**src/pbs_pkg.sv**
```systemverilog
// Constants for the basic status and identifier register bank
// Overview of operation
// - Index 1 returns a 16-bit read-only status word of capabilities and live condition.
// - Status bit 15 always reads 0, meaning no 100BASE-T4 ability.
// - Status bits 14 to 11 read 1 for 100BASE-X FD, 100BASE-X HD, 10BASE-T FD, 10BASE-T HD.
// - Status bits 10 and 9 read 0, meaning no 100BASE-T2 full or half duplex ability.
// - Status bit 8 reads 1, meaning extended status is held at index 15.
// - Status bit 7 reads 0, meaning transmit only once a valid link exists.
// - Status bit 6 reads 1 and frames without preamble are accepted.
// - Status bit 5 resets to 0 and reads 1 only once auto-negotiation is complete.
// - Status bit 4 latches high on a remote fault and holds until read, reset value 0.
// - Status bit 3 reads 1, meaning auto-negotiation ability.
// - Status bit 2 shows link up, latches low on a link drop until read, reset value 0.
// - Status bit 1 latches high on jabber and holds until read, reset value 0.
// - Status bit 0 reads 1, meaning the extended register set exists.
// - Index 2 returns OUI bits 3 to 18 in bits 15:0, in order.
// - Index 3 returns OUI bits 19 to 24 in 15:10, model in 9:4 and revision in 3:0.
package pbs_pkg;
  localparam int          INDEX_W        = 5;
  localparam int          DATA_W         = 16;
  localparam logic [4:0]  IDX_STATUS     = 5'h01;
  localparam logic [4:0]  IDX_ID_HIGH    = 5'h02;
  localparam logic [4:0]  IDX_ID_LOW     = 5'h03;
  // Fixed capability pattern, live bits held at zero here
  localparam logic [15:0] STATUS_FIXED   = 16'h7949;
  localparam int          BIT_AN_DONE    = 5;
  localparam int          BIT_RFAULT     = 4;
  localparam int          BIT_LINK       = 2;
  localparam int          BIT_JABBER     = 1;
  localparam logic [15:0] DATA_ZERO      = 16'h0000;
  // Identity defaults are arbitrary neutral values
  localparam logic [15:0] OUI_HIGH_DFLT  = 16'h0a5a;
  localparam logic [5:0]  OUI_LOW_DFLT   = 6'h15;
  localparam logic [5:0]  MODEL_DFLT     = 6'h2a;
  localparam logic [3:0]  REV_DFLT       = 4'h1;
endpackage : pbs_pkg

```
**src/pbs_latch_if.sv**
```systemverilog
// Interface between the register front end and the latching status cells
`timescale 1ns/1ps
`default_nettype none
interface pbs_latch_if;
  logic rfault_evt;
  logic jabber_evt;
  logic link_up;
  logic rd_clr;
  logic rfault_view;
  logic jabber_view;
  logic link_view;
  modport cells (input rfault_evt, jabber_evt, link_up, rd_clr,
                 output rfault_view, jabber_view, link_view);
  modport front (output rfault_evt, jabber_evt, link_up, rd_clr,
                 input rfault_view, jabber_view, link_view);
endinterface : pbs_latch_if
`default_nettype wire

```
**src/pbs_status_regs.sv**
```systemverilog
// Basic status and identifier registers read over station management
`timescale 1ns/1ps
`default_nettype none
module pbs_status_regs #(
  parameter logic [15:0] OUI_HIGH = pbs_pkg::OUI_HIGH_DFLT,
  parameter logic [5:0]  OUI_LOW  = pbs_pkg::OUI_LOW_DFLT,
  parameter logic [5:0]  MODEL    = pbs_pkg::MODEL_DFLT,
  parameter logic [3:0]  REVISION = pbs_pkg::REV_DFLT
) (
  input  wire logic                         clock_in,
  input  wire logic                         rst_n_in,
  input  wire logic                         mgmt_rd_in,
  input  wire logic                         mgmt_wr_in,
  input  wire logic [pbs_pkg::INDEX_W-1:0]  mgmt_index_in,
  input  wire logic [pbs_pkg::DATA_W-1:0]   mgmt_wdata_in,
  input  wire logic                         an_complete_in,
  input  wire logic                         link_up_in,
  input  wire logic                         remote_fault_in,
  input  wire logic                         jabber_in,
  output logic      [pbs_pkg::DATA_W-1:0]   mgmt_rdata_out,
  output logic                              mgmt_rvalid_out
);
  pbs_latch_if lif ();

  logic [pbs_pkg::DATA_W-1:0] mgmt_rdata_r;
  logic [pbs_pkg::DATA_W-1:0] mgmt_rdata_nxt;
  logic                       mgmt_rvalid_r;
  logic                       an_done_r;
  logic                       hit_status;
  logic                       hit_id_high;
  logic                       hit_id_low;
  logic [pbs_pkg::DATA_W-1:0] status_word;
  logic [pbs_pkg::DATA_W-1:0] id_high_word;
  logic [pbs_pkg::DATA_W-1:0] id_low_word;
  logic                       wr_seen;

  // Writes are accepted on the bus but nothing here is writable
  assign wr_seen = mgmt_wr_in & ~mgmt_rd_in;

  // Index decode
  assign hit_status  = (mgmt_index_in == pbs_pkg::IDX_STATUS);
  assign hit_id_high = (mgmt_index_in == pbs_pkg::IDX_ID_HIGH);
  assign hit_id_low  = (mgmt_index_in == pbs_pkg::IDX_ID_LOW);

  // Latching cells are fed live conditions and released by a status read
  assign lif.rfault_evt = remote_fault_in;
  assign lif.jabber_evt = jabber_in;
  assign lif.link_up    = link_up_in;
  assign lif.rd_clr     = mgmt_rd_in & hit_status;

  pbs_latch_cells u_cells (
    .clock_in (clock_in),
    .rst_n_in (rst_n_in),
    .lif      (lif)
  );

  // Status word: fixed capabilities with four live bits merged in
  always_comb begin
    status_word = pbs_pkg::STATUS_FIXED;
    status_word[pbs_pkg::BIT_AN_DONE] = an_done_r;
    status_word[pbs_pkg::BIT_RFAULT]  = lif.rfault_view;
    status_word[pbs_pkg::BIT_LINK]    = lif.link_view;
    status_word[pbs_pkg::BIT_JABBER]  = lif.jabber_view;
  end

  // Identifier words are constants, so writes cannot reach them
  assign id_high_word = OUI_HIGH;
  assign id_low_word  = {OUI_LOW, MODEL, REVISION};

  // Read mux; unmapped indices answer zero
  assign mgmt_rdata_nxt = !mgmt_rd_in ? mgmt_rdata_r :
                          hit_status  ? status_word  :
                          hit_id_high ? id_high_word :
                          hit_id_low  ? id_low_word  : pbs_pkg::DATA_ZERO;

  // Completion flag is registered so the read sees a stable reset value
  always_ff @(posedge clock_in or negedge rst_n_in) begin
    if (!rst_n_in) begin
      an_done_r <= 1'b0;
    end else begin
      an_done_r <= an_complete_in;
    end
  end

  // Read data held until the next read; valid is the read strobe delayed one cycle
  always_ff @(posedge clock_in or negedge rst_n_in) begin
    if (!rst_n_in) begin
      mgmt_rdata_r  <= pbs_pkg::DATA_ZERO;
      mgmt_rvalid_r <= 1'b0;
    end else begin
      mgmt_rdata_r  <= mgmt_rdata_nxt;
      mgmt_rvalid_r <= mgmt_rd_in;
    end
  end

  assign mgmt_rdata_out  = mgmt_rdata_r;
  assign mgmt_rvalid_out = mgmt_rvalid_r;
endmodule : pbs_status_regs
`default_nettype wire

```
**src/pbs_latch_cells.sv**
```systemverilog
// Latching high and latching low status cells released by a status read
`timescale 1ns/1ps
`default_nettype none
module pbs_latch_cells (
  input  wire logic    clock_in,
  input  wire logic    rst_n_in,
  pbs_latch_if.cells   lif
);
  logic rfault_r;
  logic jabber_r;
  logic link_fail_r;

  // Set wins over the read release so an event in the read cycle survives
  always_ff @(posedge clock_in or negedge rst_n_in) begin
    if (!rst_n_in) begin
      rfault_r    <= 1'b0;
      jabber_r    <= 1'b0;
      link_fail_r <= 1'b1;   // Link reads down until first read after reset
    end else begin
      rfault_r    <= lif.rfault_evt | (rfault_r & ~lif.rd_clr);
      jabber_r    <= lif.jabber_evt | (jabber_r & ~lif.rd_clr);
      link_fail_r <= ~lif.link_up | (link_fail_r & ~lif.rd_clr);
    end
  end

  // Views include the live level so a read never misses the current state
  assign lif.rfault_view = rfault_r | lif.rfault_evt;
  assign lif.jabber_view = jabber_r | lif.jabber_evt;
  assign lif.link_view   = lif.link_up & ~link_fail_r;
endmodule : pbs_latch_cells
`default_nettype wire

```
**config.mk**
```make
export PLATFORM = sky130hd
export DESIGN_NAME = pbs_status_regs
export DESIGN_NICKNAME = d
export VERILOG_FILES = /design/src/pbs_pkg.sv /design/src/pbs_latch_if.sv /design/src/pbs_status_regs.sv /design/src/pbs_latch_cells.sv
export SDC_FILE = /design/constraint.sdc
export NUM_CORES = 1
export LEC_CHECK = 0
export ABC_AREA = 1
export BUFFER_PORTS_ARGS = -buffer_cell sky130_fd_sc_hd__buf_2
export CORE_MARGIN = 2
export CORE_UTILIZATION = 35
export CTS_CLUSTER_DIAMETER = 200
export CTS_CLUSTER_SIZE = 25
export DETAILED_ROUTE_END_ITERATION = 6
export PLACE_DENSITY = 0.7
export SLEW_MARGIN = 20
export SYNTH_ARGS = -nofsm -noshare
export SYNTH_HDL_FRONTEND = slang
export SYNTH_HIERARCHICAL = 1
export SYNTH_SLANG_ARGS = --single-unit
```
**constraint.sdc**
```tcl
create_clock -name clock_in -period 1 [get_ports clock_in]
set_clock_uncertainty 0.15 [all_clocks]
set_input_delay 0.05 -clock clock_in [delete_from_list [all_inputs] [get_ports clock_in]]
set_output_delay 0.05 -clock clock_in [all_outputs]
set_load 0.005 [all_outputs]
```
==> results of run 1 <==
worst paths after layout:
kind	start	end	slack, ps	cells after the start
hold reg to reg	u_cells/link_fail_r$_DFF_PN1_	u_cells/link_fail_r$_DFF_PN1_	310	2
setup reg to reg	u_cells/jabber_r$_DFF_PN0_	mgmt_rdata_out[1]$_DFFE_PN0P_	-60	5
min in group asynchronous	rst_n_in	mgmt_rdata_out[9]$_DFFE_PN0P_	30	2
hold / removal	mgmt_rd_in	mgmt_rvalid_out$_DFF_PN0_	-210	1
setup / recovery	u_cells/jabber_r$_DFF_PN0_	mgmt_rdata_out[1]$_DFFE_PN0P_	-60	5
max in group asynchronous	rst_n_in	u_cells/link_fail_r$_DFF_PN1_	390	2
synth_stat cells:
library cell  instances  area, sq um
nand2_1              24         90.1
dfrtp_1              13          325
inv_1                 9         33.8
buf_4                 7         52.6
nand3_1               5         25.0
nand4_1               2         12.5
nor2_1                2         7.51
nor2_4                2         22.5
o21ai_0               2         10.0
or2_1                 2         12.5
clkinv_1              1         3.75
clkinv_2              1         5.00
conb_1                1         3.75
dfstp_2               1         26.3
inv_2                 1         3.75
nand2_2               1         6.26
o21ai_1               1         5.00
cells in the final DEF (no fill, tap or decap):
master	n
inv_1	9
buf_2	27
nand2_2	1
dlygate4sd3_1	6
buf_4	9
nor2_4	2
or2_1	2
inv_2	1
clkbuf_8	1
nand3_1	5
nand4_1	2
clkinv_1	1
conb_1	1
o21ai_0	2
clkbuf_4	3
nor2_1	2
dfrtp_1	13
o21ai_1	1
clkinv_2	1
dfstp_2	1
nand2_1	24
routing by layer:
layer	global-route usage (%)	up-vias
li1	-	297
met1	16.8	252
met2	21.1	18
met3	3.46	2
met4	10.0	0
met5	0	-
registers in the layout (all words and copies together), names as in the netlist:
register and count:
mgmt_rdata_out 9, an_done_r 1, u_cells/rfault_r 1, u_cells/link_fail_r 1, u_cells/jabber_r 1, mgmt_rvalid_out 1
final cells by class:
class | instances | area [sq um]
clock buffers | 4 | 36.3
multi-input cells | 42 | 195
well taps | 25 | 31.3
repair buffers | 42 | 263
fillers | 175 | 803
flip-flops and latches | 14 | 352
inverters | 12 | 46.3
stage by stage:
step | instance area [sq um] | std cells | hold WS [ps] | setup WS (ps)
3_3_place_gp | 790 | 124 | -195 | -39.9
5_1_grt | 923 | 139 | -232 | -114
2_1_floorplan | 646 | 75 | -396 | 2.75
4_1_cts | 916 | 138 | -228 | -61.3
3_5_place_dp | 790 | 124 | -194 | -47.0
6_report | 923 | 139 | -214 | -60.3
report_power, final:
| part | switching [mW] | leakage [nW] | internal, mW |
|---|---|---|---|
| sequential | 0.00772 | 0.176 | 0.582 |
| combinational | 0.0666 | 0.361 | 0.0688 |
| clock | 0.180 | 0.0210 | 0.221 |
cells by family after synthesis:
family / share of synthesized area [%]
simple gates: 27.3
buf+inv: 15.3
flops: 54.5
compound gates: 2.32
other cells: 0.581
timing repair:
action                                  CTS  global route
pin swaps                                 3             1
endpoints found under the hold margin    26             7
endpoints found under the setup margin   15            17
hold buffers                              6             1
buffers inserted                          4             1
==> qor.yml, run 1 <==
status: "finished, violations left"
violations: "negative hold slack, negative setup slack"
crit_chain: "or2_1 > nand4_1 > nand2_1 > nand2_1 > nand2_1"
area_growth_syn_to_layout_pct: 43.0
synth_seq_cells: 14
root_buffer: "clkbuf_4"
power_density_mw_per_mm2: 1220
cts_buffers: 3
end_kind: "register"
peakVddDrop_uv: 586
drive_gt1_share_pct: 40.4
synth_seq_area_share_pct: 54.5
cts_buffer_depth: 2
antenna_left: 0
wirelength_microns: 1250
top_layer: "met4"
grt_pass1_vias: 496
rows: 15
tritoncts: "built"
finalSetupTns_ps: -120
crit_arrival_ps: 1080
cp_slowest_cell: "dfrtp_1"
finalPower_mw: 1.13
yosysWarnings: 6
core_sq_mm: 0.00173
start_kind: "register"
crit_fanout: 2
die_area_sq_mm: 0.00220
nets: 144
port_buffers: 27
critPathBufInv: 0
cp_slowest_stage_delay_ps: 380
synth_area_per_cell_sq_um: 8.61
clk_pin_slew_worst_paths_ps: 80
grt_max_degree: 15
finalCritPeriodShare_pct: 106
met2_length_microns: 633
period_needed_ps: 1060
setup_viol: 7
via_per_inst: 4.09
hpwl_microns: 892
die_w_microns: 47.0
timing.final.hold_violations: 6
p_leak_nw: 0.558
h-tree-depth: 1
holdCritPathClass: "in -> reg"
rsz0062_at_grt: "true"
synth_fp_nets: 104
antenna_cells: 0
antenna_found_initial: 0
drv_cap: 0
critPathTopFamily: "simple AND/OR/NAND/NOR gates"
ctsResizeCount: 0
fin_ws_ps: -60.3
die_y_microns: 47.0
netlist_area_sq_um: 646
grt_pass1_wl_microns: 2040
cts_sinks: 14
required_ps: 1020
dr.pass1.iters: 2
whs_ps: -214
yosys.cell_types.count: 17
grt_overflow_total: 0
start_util_pct: 37.4
final_util_pct: 53.5
grt_usage_pct: 13.8
slew_viol_final: 0
avgRoutedWirePerCell_microns: 9.01
syn-instance-count: 75
drc: 0
cp_common_cell: "nand2_1"
wl_met1_microns: 542
vias: 569
clk_latency_ps: 280
gp_congestion: 0.784
pin_count: 46
crit_type: "reg -> reg"
drt-initial-drc-count: 5
clock.fmax_ghz: 0.943
routed-wl-met3_microns: 57
(Power assumes the default switching activity.)
==> inputs of run 2 (changes only) <==
Settings changed: PLACE_DENSITY 0.7 to 0.69.
==> qor.yml, run 2 (synthesis results as in run 1) <==
grt_pass1_vias: 560  # +13%
vias: 587  # +3.2%
clk_pin_slew_worst_paths_ps: 90  # about the same
die_y_microns: 47.0  # unchanged
crit_type: "reg -> reg"
rsz0062_at_grt: "true"
cts_buffers: 3  # unchanged
tritoncts: "built"
crit_fanout: 2  # unchanged
end_kind: "register"
crit_start: "u_cells/jabber_r$_DFF_PN0_"
clock.fmax_ghz: 0.941  # -0.18%
start_kind: "register"
routed-wl-met3_microns: 50  # -12%
holdCritPathClass: "in -> reg"
antenna_found_initial: 0  # unchanged
start_util_pct: 37.4  # unchanged
final_util_pct: 54.3  # +0.87 points
fin_ws_ps: -62.2  # -1.87 ps
grt_pass1_wl_microns: 2280  # +12%
cp_slowest_stage_delay_ps: 380  # about the same
area_growth_syn_to_layout_pct: 45.3
dr.pass1.iters: 3  # +1
clk_latency_ps: 260  # -20 ps
r2r_start: "u_cells/jabber_r$_DFF_PN0_"
cp_common_cell: "nand2_1"
drc: 0  # unchanged
final_cells: 142  # +2.2%
critPathBufInv: 0  # unchanged
die_area_sq_mm: 0.00220  # unchanged
avgRoutedWirePerCell_microns: 9.33  # +3.5%
crit_chain: "or2_1 > nand4_1 > nand2_1 > nand2_1 > nand2_1"
power_density_mw_per_mm2: 1130  # -7.7%
gp_congestion: 0.754  # -3.9%
rows: 15  # unchanged
status: "finished, violations left"
cts-hold-fix-buffers: 7  # +1
p_leak_nw: 0.566  # +1.4%
critPathTopFamily: "simple AND/OR/NAND/NOR gates"
violations: "negative hold slack, negative setup slack"
slew_viol_final: 0  # unchanged
met2_length_microns: 706  # +12%
hpwl_microns: 965  # +8.2%
root_buffer: "clkbuf_4"
die_w_microns: 47.0  # unchanged
rr_worst_depth: 5  # unchanged
drive_gt1_share_pct: 40.2  # -0.18 points
cts_buffer_depth: 2  # unchanged
grt_usage_pct: 15.2  # +1.4 points
drt-initial-drc-count: 3  # -2
layout_commonest_cell: "buf_2"
worstHoldStart: "mgmt_rd_in"
path_depth: 5  # unchanged
cp_slowest_cell: "dfrtp_1"
setup_viol: 1  # -6
antenna_cells: 0  # unchanged
finalSetupTns_ps: -62.2  # +57.9 ps
drv_cap: 0  # unchanged
antenna_left: 0  # unchanged
timing.final.hold_violations: 4  # -2
nets: 147  # +2.1%
placedCellCount: 124  # unchanged
port_buffers: 27  # unchanged
whs_ps: -206  # +8.36 ps
top_layer: "met4"
pin_count: 46  # unchanged
cts_sinks: 14  # unchanged
h-tree-depth: 1  # unchanged
wl_met1_microns: 548  # +1.1%
hold_path_depth: 1  # unchanged
wirelength_microns: 1330  # +5.7%
finalCritPeriodShare_pct: 106  # +0.19 points
required_ps: 1020  # about the same
crit_arrival_ps: 1090  # about the same
peakVddDrop_uv: 520  # -11%
largest_reg_flops: 9  # unchanged
core_sq_mm: 0.00173  # unchanged
grt_overflow_total: 0  # unchanged
grt_max_degree: 15  # unchanged
period_needed_ps: 1060  # +1.87 ps
via_per_inst: 4.13  # +0.98%
final_cell_mix: "27 x buf_2, 24 x nand2_1, 13 x dfrtp_1, 11 x buf_4, 9 x inv_1"
finalPower_mw: 1.06  # -6.2%
## run 2: cell types whose count changed in the layout (fill, tap and decap cells not counted)
cell	change
dlygate4sd3_1	+1
clkbuf_1	+1
o21ai_1	+1
buf_4	+2
o21ai_0	-1
clkbuf_8	-1
## run 2: worst register-to-register path, stage by stage (launching register included)
cell	delay, ps
dfrtp_1	380
or2_1	210
nand4_1	80
nand2_1	60
nand2_1	50
nand2_1	40
## run 2: layout make-up
class | count | area, sq um
Sequential cell | 14 | 352
Timing Repair Buffer | 45 | 288
Tap cell | 25 | 31.3
Inverter | 12 | 46.3
Fill cell | 181 | 788
Multi-Input combinational cell | 42 | 195
Clock buffer | 4 | 26.3
## run 2: metrics by stage
step	area, sq um	worst slack (ps)
3_5_place_dp	790	-57.3
6_report	938	-62.2
3_3_place_gp	790	-34.0
2_1_floorplan	646	2.75
4_1_cts	916	-69.0
5_1_grt	938	-127
## run 2: timing repair
| item | CTS | global route |
|---|---|---|
| pin swaps | 1 | 0 |
| hold endpoints to repair | 26 | 4 |
| setup buffers | 4 | 3 |
| gates cloned | 0 | 0 |
| setup endpoints to repair | 13 | 18 |
| gates resized for setup | 0 | 1 |
## run 2: final timing paths
check / endpoint / slack (ps)
max: mgmt_rdata_out[1]$_DFFE_PN0P_ / -60
min: mgmt_rvalid_out$_DFF_PN0_ / -210
max reg2reg: mgmt_rdata_out[1]$_DFFE_PN0P_ / -60
min reg2reg: mgmt_rdata_out[5]$_DFFE_PN0P_ / 310
max in group asynchronous: u_cells/link_fail_r$_DFF_PN1_ / 340
min in group asynchronous: mgmt_rdata_out[5]$_DFFE_PN0P_ / 60
## run 2: routing by layer
metal	track usage, %	vias to the layer above
met5	0	-
met4	8.33	0
met1	17.2	265
met2	27.1	17
li1	-	303
met3	2.31	2
## run 2: power breakdown
part / internal, mW / total (mW) / switching, mW
clock: 0.154 / 0.322 / 0.168
sequential: 0.582 / 0.590 / 0.00739
combinational: 0.0755 / 0.145 / 0.0696
total: 0.812 / 1.06 / 0.245
